## config.mk

```make
export PLATFORM = sky130hd
export DESIGN_NAME = urb_uart
export DESIGN_NICKNAME = d
export VERILOG_FILES = /design/src/hdl/urb_uart.v /design/src/hdl/urb_tick_gen.v
export VERILOG_INCLUDE_DIRS = /design/src /design/src/hdl
export SDC_FILE = /design/constraint.sdc
export NUM_CORES = 1
export LEC_CHECK = 0
export BUFFER_PORTS_ARGS = -buffer_cell sky130_fd_sc_hd__clkbuf_2
export CAP_MARGIN = 20
export CORE_ASPECT_RATIO = 1.4
export CORE_MARGIN = 8
export CORE_UTILIZATION = 45
export CTS_CLUSTER_DIAMETER = 200
export DETAILED_ROUTE_END_ITERATION = 12
export PLACE_DENSITY = 0.66
export RECOVER_POWER = 25
export SYNTH_ARGS = -nofsm -noshare
export SYNTH_HDL_FRONTEND = slang
export SYNTH_SLANG_ARGS = --single-unit
```

## constraint.sdc

```tcl
create_clock -name clock -period 9.3 [get_ports clock]
set_input_delay 0.465 -clock clock [delete_from_list [all_inputs] [get_ports clock]]
set_output_delay 0.465 -clock clock [all_outputs]
set_load 0.01 [all_outputs]
```

## src/hdl/urb_consts.vh

```
// constants for the uart rate and bypass routing block
`ifndef URB_CONSTS_VH
`define URB_CONSTS_VH
// register byte offsets on the axi4-lite slave
`define URB_OFS_BAUD 8'h00
`define URB_OFS_CTRL 8'h04
`define URB_OFS_STAT 8'h08
`define URB_OFS_CMD 8'h0c
`define URB_OFS_TXD 8'h10
`define URB_OFS_RXD 8'h14
// control fields
`define URB_CTRL_PAR_EN 0
`define URB_CTRL_PAR_ODD 1
`define URB_CTRL_STOP2 2
`define URB_CTRL_FLOW 3
// status fields
`define URB_STAT_TX_BUSY 0
`define URB_STAT_RX_VALID 1
`define URB_STAT_PAR_ERR 2
`define URB_STAT_FRM_ERR 3
`define URB_STAT_BYPASS 4
`define URB_STAT_SLEEP 5
// reset values
`define URB_BAUD_RST 16'h01d8
`define URB_CTRL_RST 4'h0
// bypass command code written to the command register
`define URB_CMD_BYPASS 32'h0000_00b1
// rate = setting / 0.004096 = setting * 1e6 / 4096; accumulator phase width
`define URB_PHASE_W 32
// axi responses
`define URB_RESP_OKAY 2'b00
`define URB_RESP_SLVERR 2'b10
`endif

```

## src/hdl/urb_uart.v

```verilog
// uart with rate setting, reset tristate and bypass routing, axi4-lite registers
`timescale 1ns/1ps
`include "urb_consts.vh"
////////////////////////////////////////////////////////////////////////////////
// Behaviour
// - bit rate equals setting divided by 0.004096
// - 0x0027=9600, 0x01d8=115200, 0x2c3d=2764800 bps
// - serial outputs high impedance during reset
// - after reset host bus reaches internal uart
// - bypass command routes host lines to pins
// - bypass then deep sleep, routing kept
// - only reset leaves bypass
// - rts/cts active low, flow control optional
// - 8 data bits, parity none/odd/even, 1-2 stops
module urb_uart #(
  parameter CLK_HZ = 200000000
) (
  // clock and reset
  input wire clock,
  input wire nrst,
  // axi4-lite write address/data/response
  input wire [7:0] s_axi_awaddr,
  input wire s_axi_awvalid,
  output wire s_axi_awready,
  input wire [31:0] s_axi_wdata,
  input wire [3:0] s_axi_wstrb,
  input wire s_axi_wvalid,
  output wire s_axi_wready,
  output reg [1:0] s_axi_bresp,
  output reg s_axi_bvalid,
  input wire s_axi_bready,
  // axi4-lite read
  input wire [7:0] s_axi_araddr,
  input wire s_axi_arvalid,
  output wire s_axi_arready,
  output reg [31:0] s_axi_rdata,
  output reg [1:0] s_axi_rresp,
  output reg s_axi_rvalid,
  input wire s_axi_rready,
  // host serial bus
  input wire host_rx,
  output wire host_tx_o,
  output wire host_tx_oe,
  input wire host_cts_n,
  output wire host_rts_n_o,
  output wire host_rts_n_oe,
  // bypass pin group: [4] tx out, [5] rx in, [6] rts out, [7] cts in
  input wire [7:4] bypass_pin_group_i,
  output wire [7:4] bypass_pin_group_o,
  output wire [7:4] bypass_pin_group_oe,
  // core state
  output wire deep_sleep
);
  ////////////////////////////////////////////////////////////////////////////
  // registers
  reg [15:0] baud_q;
  reg [3:0] ctrl_q;
  reg bypass_q;
  reg par_err_q, frm_err_q, rx_valid_q;
  reg [7:0] rx_data_q;
  reg drive_q;
  wire tick16;
  wire tx_busy;
  reg tx_start;
  reg [7:0] tx_byte;
  reg rx_pop;
  // nothing drives until reset has released, then the internal port owns the bus
  always @(posedge clock or negedge nrst) begin
    if (!nrst) drive_q <= 1'b0;
    else drive_q <= 1'b1;
  end
  ////////////////////////////////////////////////////////////////////////////
  // pin routing
  wire core_tx, core_rts_n;
  wire rx_in = bypass_q ? 1'b1 : host_rx;
  wire cts_n_in = bypass_q ? 1'b0 : host_cts_n;
  // bypass is wires only so it still works while the core clock sleeps
  assign host_tx_o = bypass_q ? bypass_pin_group_i[5] : core_tx;
  assign host_rts_n_o = bypass_q ? bypass_pin_group_i[7] : core_rts_n;
  assign host_tx_oe = drive_q;
  assign host_rts_n_oe = drive_q;
  assign bypass_pin_group_o = {1'b0, host_cts_n, 1'b0, host_rx};
  assign bypass_pin_group_oe = {1'b0, bypass_q, 1'b0, bypass_q};
  assign deep_sleep = bypass_q;
  ////////////////////////////////////////////////////////////////////////////
  // axi4-lite write
  reg aw_q, w_q;
  reg [7:0] awaddr_q;
  reg [31:0] wdata_q;
  reg [3:0] wstrb_q;
  assign s_axi_awready = !aw_q && !s_axi_bvalid;
  assign s_axi_wready = !w_q && !s_axi_bvalid;
  wire wr_go = aw_q && w_q && !s_axi_bvalid;
  always @(posedge clock or negedge nrst) begin
    if (!nrst) begin
      aw_q <= 1'b0;
      w_q <= 1'b0;
      awaddr_q <= 8'h00;
      wdata_q <= 32'h0000_0000;
      wstrb_q <= 4'h0;
      s_axi_bvalid <= 1'b0;
      s_axi_bresp <= `URB_RESP_OKAY;
      baud_q <= `URB_BAUD_RST;
      ctrl_q <= `URB_CTRL_RST;
      bypass_q <= 1'b0;
      tx_start <= 1'b0;
      tx_byte <= 8'h00;
    end else begin
      tx_start <= 1'b0;
      if (s_axi_awvalid && s_axi_awready) begin
        aw_q <= 1'b1;
        awaddr_q <= s_axi_awaddr;
      end
      if (s_axi_wvalid && s_axi_wready) begin
        w_q <= 1'b1;
        wdata_q <= s_axi_wdata;
        wstrb_q <= s_axi_wstrb;
      end
      if (s_axi_bvalid && s_axi_bready) s_axi_bvalid <= 1'b0;
      if (wr_go) begin
        aw_q <= 1'b0;
        w_q <= 1'b0;
        s_axi_bvalid <= 1'b1;
        s_axi_bresp <= `URB_RESP_OKAY;
        case (awaddr_q)
          `URB_OFS_BAUD: begin
            if (wstrb_q[0]) baud_q[7:0] <= wdata_q[7:0];
            if (wstrb_q[1]) baud_q[15:8] <= wdata_q[15:8];
          end
          `URB_OFS_CTRL: if (wstrb_q[0]) ctrl_q <= wdata_q[3:0];
          // latched until reset: nothing else clears it
          `URB_OFS_CMD: if (wdata_q == `URB_CMD_BYPASS && wstrb_q == 4'hf) bypass_q <= 1'b1;
          `URB_OFS_TXD: begin
            if (wstrb_q[0] && !tx_busy && !bypass_q) begin
              tx_start <= 1'b1;
              tx_byte <= wdata_q[7:0];
            end
          end
          `URB_OFS_STAT: ;
          `URB_OFS_RXD: ;
          default: s_axi_bresp <= `URB_RESP_SLVERR;
        endcase
      end
    end
  end
  ////////////////////////////////////////////////////////////////////////////
  // axi4-lite read
  assign s_axi_arready = !s_axi_rvalid;
  wire [31:0] stat_w = {26'h0, bypass_q, bypass_q, frm_err_q, par_err_q, rx_valid_q, tx_busy};
  always @(posedge clock or negedge nrst) begin
    if (!nrst) begin
      s_axi_rvalid <= 1'b0;
      s_axi_rdata <= 32'h0000_0000;
      s_axi_rresp <= `URB_RESP_OKAY;
      rx_pop <= 1'b0;
    end else begin
      rx_pop <= 1'b0;
      if (s_axi_rvalid && s_axi_rready) s_axi_rvalid <= 1'b0;
      if (s_axi_arvalid && s_axi_arready) begin
        s_axi_rvalid <= 1'b1;
        s_axi_rresp <= `URB_RESP_OKAY;
        case (s_axi_araddr)
          `URB_OFS_BAUD: s_axi_rdata <= {16'h0000, baud_q};
          `URB_OFS_CTRL: s_axi_rdata <= {28'h0, ctrl_q};
          `URB_OFS_STAT: s_axi_rdata <= stat_w;
          `URB_OFS_CMD: s_axi_rdata <= 32'h0000_0000;
          `URB_OFS_TXD: s_axi_rdata <= 32'h0000_0000;
          `URB_OFS_RXD: begin
            s_axi_rdata <= {24'h0, rx_data_q};
            rx_pop <= 1'b1;
          end
          default: begin
            s_axi_rdata <= 32'h0000_0000;
            s_axi_rresp <= `URB_RESP_SLVERR;
          end
        endcase
      end
    end
  end
  ////////////////////////////////////////////////////////////////////////////
  // bit-rate generator; setting is read live so a write takes effect at once
  urb_tick_gen #(.CLK_HZ(CLK_HZ)) u_tick (
    .clock(clock),
    .nrst(nrst),
    .baud_divisor_setting(baud_q),
    .tick16(tick16)
  );
  ////////////////////////////////////////////////////////////////////////////
  // transmitter: start, 8 data lsb first, optional parity, 1 or 2 stops
  localparam [4:0] TX_IDLE = 5'b00001, TX_WAIT = 5'b00010, TX_START = 5'b00100, TX_DATA = 5'b01000,
    TX_STOP = 5'b10000;
  reg [4:0] tx_st_q;
  reg [10:0] tx_sh_q;
  reg [3:0] tx_cnt_q, tx_sub_q;
  reg tx_line_q;
  wire [3:0] tx_nbits = 4'd8 + {3'd0, ctrl_q[`URB_CTRL_PAR_EN]};
  wire tx_par = ^tx_byte ^ ctrl_q[`URB_CTRL_PAR_ODD];
  assign tx_busy = !tx_st_q[0];
  assign core_tx = tx_line_q;
  assign core_rts_n = !(ctrl_q[`URB_CTRL_FLOW] && !rx_valid_q);
  always @(posedge clock or negedge nrst) begin
    if (!nrst) begin
      tx_st_q <= TX_IDLE;
      tx_sh_q <= 11'h000;
      tx_cnt_q <= 4'h0;
      tx_sub_q <= 4'h0;
      tx_line_q <= 1'b1;
    end else begin
      case (tx_st_q)
        TX_IDLE: if (tx_start) begin
          tx_sh_q <= {2'b11, tx_par, tx_byte};
          tx_st_q <= TX_WAIT;
        end
        // with flow control on, cts held high (inactive) stalls the next character
        TX_WAIT: if (tick16 && !(ctrl_q[`URB_CTRL_FLOW] && cts_n_in)) begin
          tx_line_q <= 1'b0;
          tx_sub_q <= 4'h0;
          tx_st_q <= TX_START;
        end
        TX_START: if (tick16) begin
          tx_sub_q <= tx_sub_q + 4'd1;
          if (tx_sub_q == 4'hf) begin
            tx_line_q <= tx_sh_q[0];
            tx_sh_q <= {1'b1, tx_sh_q[10:1]};
            tx_cnt_q <= 4'd1;
            tx_st_q <= TX_DATA;
          end
        end
        TX_DATA: if (tick16) begin
          tx_sub_q <= tx_sub_q + 4'd1;
          if (tx_sub_q == 4'hf) begin
            if (tx_cnt_q == tx_nbits) begin
              tx_line_q <= 1'b1;
              tx_cnt_q <= 4'd0;
              tx_st_q <= TX_STOP;
            end else begin
              tx_line_q <= tx_sh_q[0];
              tx_sh_q <= {1'b1, tx_sh_q[10:1]};
              tx_cnt_q <= tx_cnt_q + 4'd1;
            end
          end
        end
        TX_STOP: if (tick16) begin
          tx_sub_q <= tx_sub_q + 4'd1;
          if (tx_sub_q == 4'hf) begin
            tx_cnt_q <= tx_cnt_q + 4'd1;
            if (tx_cnt_q == {3'd0, ctrl_q[`URB_CTRL_STOP2]}) tx_st_q <= TX_IDLE;
          end
        end
        default: tx_st_q <= TX_IDLE;
      endcase
    end
  end
  ////////////////////////////////////////////////////////////////////////////
  // receiver: mid-bit sampling at 16x, one character holding register
  localparam [2:0] RX_IDLE = 3'b001, RX_BITS = 3'b010, RX_STOP = 3'b100;
  reg [2:0] rx_st_q;
  reg [3:0] rx_sub_q, rx_cnt_q;
  reg [8:0] rx_sh_q;
  wire [3:0] rx_nbits = 4'd8 + {3'd0, ctrl_q[`URB_CTRL_PAR_EN]};
  always @(posedge clock or negedge nrst) begin
    if (!nrst) begin
      rx_st_q <= RX_IDLE;
      rx_sub_q <= 4'h0;
      rx_cnt_q <= 4'h0;
      rx_sh_q <= 9'h000;
      rx_data_q <= 8'h00;
      rx_valid_q <= 1'b0;
      par_err_q <= 1'b0;
      frm_err_q <= 1'b0;
    end else begin
      if (rx_pop) begin
        rx_valid_q <= 1'b0;
        par_err_q <= 1'b0;
        frm_err_q <= 1'b0;
      end
      if (tick16) begin
        case (rx_st_q)
          RX_IDLE: begin
            rx_sub_q <= 4'h0;
            rx_cnt_q <= 4'h0;
            if (!rx_in) rx_st_q <= RX_BITS;
          end
          RX_BITS: begin
            rx_sub_q <= rx_sub_q + 4'd1;
            if (rx_sub_q == 4'h7 && rx_cnt_q == 4'h0 && rx_in) rx_st_q <= RX_IDLE;
            else if (rx_sub_q == 4'h7) begin
              if (rx_cnt_q != 4'h0) rx_sh_q <= {rx_in, rx_sh_q[8:1]};
              if (rx_cnt_q == rx_nbits) rx_st_q <= RX_STOP;
              rx_cnt_q <= rx_cnt_q + 4'd1;
            end
          end
          RX_STOP: begin
            rx_sub_q <= rx_sub_q + 4'd1;
            if (rx_sub_q == 4'h7) begin
              // set wins over a same-cycle pop
              rx_valid_q <= 1'b1;
              rx_data_q <= ctrl_q[`URB_CTRL_PAR_EN] ? rx_sh_q[7:0] : rx_sh_q[8:1];
              if (ctrl_q[`URB_CTRL_PAR_EN] && (^rx_sh_q ^ ctrl_q[`URB_CTRL_PAR_ODD])) par_err_q <= 1'b1;
              if (!rx_in) frm_err_q <= 1'b1;
              rx_st_q <= RX_IDLE;
            end
          end
          default: rx_st_q <= RX_IDLE;
        endcase
      end
    end
  end
endmodule // urb_uart

```

## src/hdl/urb_tick_gen.v

```verilog
// fractional bit-rate tick generator, 16x oversampling enable
`timescale 1ns/1ps
`include "urb_consts.vh"
module urb_tick_gen #(
  parameter CLK_HZ = 200000000
) (
  // clock and reset
  input wire clock,
  input wire nrst,
  // setting
  input wire [15:0] baud_divisor_setting,
  // one-cycle enable at 16x the bit rate
  output reg tick16
);
  // tick16 rate = 16 * setting * 1e6 / 4096 = setting * 15625 / 4
  localparam [31:0] STEP_NUM = 32'd15625;
  localparam [31:0] PHASE_MOD = CLK_HZ * 4;
  wire [31:0] step;
  reg [31:0] acc_q;
  wire [32:0] sum;
  assign step = baud_divisor_setting * STEP_NUM;
  assign sum = {1'b0, acc_q} + {1'b0, step};
  always @(posedge clock or negedge nrst) begin
    if (!nrst) begin
      acc_q <= 32'h0000_0000;
      tick16 <= 1'b0;
    end else if (sum >= {1'b0, PHASE_MOD}) begin
      acc_q <= sum[31:0] - PHASE_MOD;
      tick16 <= 1'b1;
    end else begin
      acc_q <= sum[31:0];
      tick16 <= 1'b0;
    end
  end
endmodule // urb_tick_gen

```

Yosys cells after proc, flatten, opt, wreduce, memory -nomap -nowiden. Cells that the tools add are included. Widths: inputs -> output; s select.

Input bits: 65. Output and inout bits: 54. Bits in registers: 205. Logic and storage cells: 233.

Reductions and logical operators: 62. Magnitude comparators: 1. Eq/ne operators: 43. Multiplexer cells: 83. Bitwise operators: 3. Add/subtract/negate cells: 7. Multipliers: 1.

Operators by type and width (count): $mux 11 (6); $pmux 16 s4 (1); $mux 5 (10); $mux 4 (11); $mux 1 (38); $add 32x30->33 (1); $ge 33x30->1 const B (1); $pmux 11 s3 (1); $eq 32x8->1 const B (1); $eq 8x4->1 const B (4); $eq 8x5->1 const B (4); $mux 32 (1); $sub 32x30->32 const B (1); $mul 16x14->30 const B (1); $pmux 5 s5 (1); $ne 2x2->1 const B (12); $pmux 4 s2 (3); $reduce_and 3->1 (7); $logic_and 1x1->1 (18); $add 4x1->4 const B (4); $eq 8x3->1 const B (2); $logic_not 8->1 (2); $mux 3 (5); $reduce_and 7->1 (2); 37 further kinds (63).

Depth between registers and ports, before layout.
Word-level depth: 7. Gate-level depth with buffers: 25. Depth with buffers taken out: 24.

Modules after synthesis. Synthesis repeated with hierarchy kept, for this count alone.

Cell total of the unflattened synthesis: 1437. Area, all modules: 14576.5 um^2.

By module, submodules not included: urb_uart (cells an instance 648, area each 7383.3 um^2, instances 1, seq. area each 3863.7 um^2); urb_tick_gen (cells an instance 789, area each 7193.1 um^2, instances 1, seq. area each 825.8 um^2).

Worst setup path after synthesis. OpenSTA, ideal clock, no wires.

Path type: register to register. Start: register baud_q[3]. End: register u_tick.acc_q[19]. Path slack: 2.471 ns. Buffers on the path: 2. Library setup time: 0.140 ns. Arrival: 6.689 ns. Data required time: 9.160 ns. Period minus slack after synthesis: 6.829 ns. Stages on the path, launching flop included: 25. Cell sequence: dfstp_2 > inv_1 > fa_1 > inv_1 > fa_1 > fa_1 > inv_1 > fa_1 > inv_1 > fa_1 > inv_1 > fa_1 > inv_1 > ha_1 > buf_2 > o21a_1 > a21o_1 > nor3_1 > a21oi_2 > xnor2_1 > or4_4 > a211oi_4 > buf_6 > o21ai_1 > xnor2_1.

Cells in the longest elaborated chain, start to end: 4. Elaborated cells between the ends (all ways): 5. Classes of those cells: 2 x add/sub; 1 x mul; 1 x order compare; 1 x mux.

Ends and longest elaborated chain: start: declaration (RTL line urb_uart.v:56) `reg [15:0] baud_q;`; start signal: assignment (RTL line urb_uart.v:103) `` baud_q <= `URB_BAUD_RST; ``; start signal: assignment (RTL line urb_uart.v:127) `if (wstrb_q[0]) baud_q[7:0] <= wdata_q[7:0];`; $mul 16x14->30 (*) (RTL line urb_tick_gen.v:21) `assign step = baud_divisor_setting * STEP_NUM;`; $add 32x30->33 (*) (RTL line urb_tick_gen.v:22) `assign sum = {1'b0, acc_q} + {1'b0, step};`; $sub 32x30->32 or $ge 33x30->1 (tied branches) (RTL line urb_tick_gen.v:28, urb_tick_gen.v:27); $mux 32 (*) (RTL line urb_tick_gen.v:27) `end else if (sum >= {1'b0, PHASE_MOD}) begin`; end signal: assignment (RTL line urb_tick_gen.v:28) `acc_q <= sum[31:0] - PHASE_MOD;`; end signal: assignment (RTL line urb_tick_gen.v:31) `acc_q <= sum[31:0];`; end: declaration (RTL line urb_tick_gen.v:19) `reg [31:0] acc_q;`.

Mark *: on every way between the ends. The rest lies on a longest branch, timed or not. A chain may end at the register's enable or synchronous reset.

Worst setup path after layout.
Start: register baud_q[3]. End: register u_tick.acc_q[26].

Same word-level chain as after synthesis.

==> impl_results.md <==
- Outcome: complete, but fails checks
- Failing checks: max-capacitance violations, max-slew violations
- Most common cell after layout, fill and taps aside: inv_1
- Crit-path cells: inv_1, fa_1, inv_1, fa_1, fa_1, inv_1, fa_1, inv_1, fa_1, inv_1, fa_1, inv_1, ha_1, nand2_1, o21ai_0, a211oi_1, nor2_1, o211ai_1, or4_4, a211oi_4, nor2_2, inv_2, a22oi_1
- Hold Fails Final Rpt: 0
- Initial DRC count: 641
- Die X: 166.8 µm
- Routability Congestion: 0.8762
- First-pass detailed-route iteration total: 5
- Setup Viol. Count Final: 0
- Die area: 0.03786 mm²
- Synth Warn #: 0
- Effective utilization at floorplan: 45.45%
- Clock root buffer: clkbuf_16
- Setup TNS: 0 ns
- Slew Viols, Final: 106
- Gr ovfl total: 0
- Crit Path Class: register to register
- Vias in the first global route: 10910
- Clk slew on worst S/H paths: 0.07 ns
- Layout cells sized above 1: 17.09%
- Syn Inst Count: 1407
- Combinational power share: 61.6%
- Max-cap violations: 1
- PortBufs: 94
- Main synth FF type: dfrtp_1
- Required @ worst endpoint: 9.60 ns
- Antenna-violating nets left: 0
- CTS Buffer Depth: 2
- Slew HR: -278.9%
- PostCTS Resize Cnt: 0
- Seq/Total Area, Yosys: 32.75%
- Syn avg cell area: 10.18 µm²
- Slowest cell on the critical path: dfstp_2
- RSZ-0062 raised after global routing: false
- CTS sink count: 187
- Design area: 0.01570 mm²
- Area contributors post-synth: dfrtp_1 (31%), ha_1 (13%), fa_1 (12%)
- Post-DR vias/cell: 5.392
- CP max FO: 15
- Synth Cell Area: 0.01432 mm²
- Yosys top cell by area: dfrtp_1
- Clk pwr share: 14.3%
- Post-DP HPWL: 25.22 mm
- Tcrit/Tclk final: 87.66%
- Max VDD drop: 0.0001625 V
- DRC viols: 0
- Synth Register Bits: 187
- Clk_lat worst skew: 0.45 ns
- Share of power burned in registers: 24.0%
- Num CTS Buffers: 17
- Die height: 227.1 µm
- Routed wire length: 31.54 mm
- Initial antenna violation count: 1
- Top-Level Pins: 119
- Layout Skew: 0.01286 ns
- Internal: 2736 µW
- Minimum clock period: 8.152 ns
- Share of the synthesized area in the top cell type: 31.28%
- Crit start category: register
- Cell variety after synth: 82
- Sw Pwr: 2503 µW
- Core area: 0.03150 mm²
- LEAKAGE: 0.007837 µW
- CTS tree: yes
- Hold slack: 0.1944 ns
- Hold_buf cts: 0
- Buffer count from post-CTS setup fixing: 0
- Fmax: 122.7 MHz
- Worst path arrival time: 8.46 ns
- Crit-path max cell delay: 0.66 ns
- Switching share of power: 47.78%
- Area Overhead vs Synth: 9.621%
- Placed cell areas: 0.01506 mm²
- EDFF count, synth: 0
- First-pass GRT wire length: 53.66 mm
- Worst-Margin Slew: 5.684 ns
- Asr flop ratio synth: 100.0%
- NumNets Final: 1781
- WL per Instance: 16.65 µm
- Commonest cells after routing, fill and taps aside: inv_1 (193), dfrtp_1 (179), ha_1 (148), clkbuf_2 (93), mux2_2 (86)
- PD cells: 333.7 mW/mm²
- Vias: 10210
- Hold crit path type: input pin to register
- FP Rows: 77
- Htree depth: 4
- CP Capture Type: register
- GRT Util Overall: 17.37%
- Largest net degree at the start of global routing: 106
cell type report:
cell class              instances  area [µm²]
fillers                      2840       15810
multi-input cells             983        8613
flip-flops and latches        187        4690
inverters                     194       728.2
repair buffers                102       549.3
well taps                     395       494.2
clock buffers                  18       439.2
clock inverters                14       180.2
diodes                          1       2.502
cells by family (layout without fill, tap and decap cells):
group | Yosys count | after routing | share of synthesized area (%)
simple gates | 298 | 298 | 10.61
xor+xnor | 59 | 59 | 3.661
flops | 187 | 187 | 32.75
mux | 110 | 110 | 8.441
fa+ha+maj | 231 | 231 | 24.54
compound gates | 262 | 262 | 12.30
other cells | 2 | 24 | 0.05245
buf+inv | 258 | 328 | 7.646
final timing paths:
kind / from / endpoint / slack [ns] / cells past startpoint
hold / removal: s_axi_bready / s_axi_bvalid / 0.19 / 2
hold reg to reg: s_axi_rresp[1] / s_axi_rresp[1] / 0.48 / 2
min in group asynchronous: nrst / rx_sub_q[2] / 2.09 / 1
setup reg to reg: baud_q[3] / u_tick.acc_q[26] / 1.15 / 23
max in group asynchronous: nrst / tx_st_q[3] / 3.99 / 1
setup / recovery: baud_q[3] / u_tick.acc_q[26] / 1.15 / 23
per-layer routing:
metal / up-vias / share of wire (%) / GRT usage, %
li1: 4964 / - / -
met1: 5019 / 40 / 19.56
met2: 174 / 54 / 32.26
met3: 55 / 2.5 / 2.204
met4: 0 / 3.5 / 8.360
met5: - / 0 / 0
power by group through the flow:
stage	sequential, µW	clock, µW	combinational [µW]
global route	1290	801	3690
detailed placement	1270	0	3210
floorplan	1180	0	2590
CTS	1260	770	3230
global placement	1270	0	3140
finish	1260	751	3230
flip-flops by register name (all words and copies together), names as in the netlist, 5 cells and up:
signal        cells
wdata_q          32
awaddr_q          8
tx_sh_q          11
rx_data_q         8
tx_st_q           5
baud_q           16
tx_byte           8
rx_sh_q           9
u_tick.acc_q     32
s_axi_rdata      16
cells in the mapped netlist (all sizes together), types with 11 or more instances:
master	instances
nor4	13
nor2	67
buf	39
clkbuf	25
mux2	86
o21ai	70
a22o	16
fa	83
dfrtp	179
xnor2	38
mux2i	24
ha	148
nor3	20
o211ai	15
a21oi	66
inv	194
nand2	80
nand3	29
a21o	11
nand4	14
xor2	21
through the flow:
step | cells | power (µW) | setup WS, ns | utilization [%]
floorplan | 1428 | 3778 | 2.471 | -
global placement | 1858 | 4410 | 1.273 | 47.75
detailed placement | 1860 | 4480 | 1.209 | 47.79
CTS | 1892 | 5263 | 1.170 | 49.76
global route | 1894 | 5782 | 0.7625 | 49.82
finish | 1894 | 5238 | 1.148 | 49.82
worst max-delay path, delay by kind of cell (launching register included):
| family | cells | cell delay (ns) |
|---|---|---|
| adder cells (fa/ha/maj) | 7 | 3.64 |
| AO/OA/AOI/OAI | 5 | 1.65 |
| AND/OR/NAND/NOR | 4 | 1.44 |
| flip-flops | 1 | 0.66 |
| buffers and inverters | 7 | 0.60 |
No activity file was read; power rests on OpenSTA's default activity.
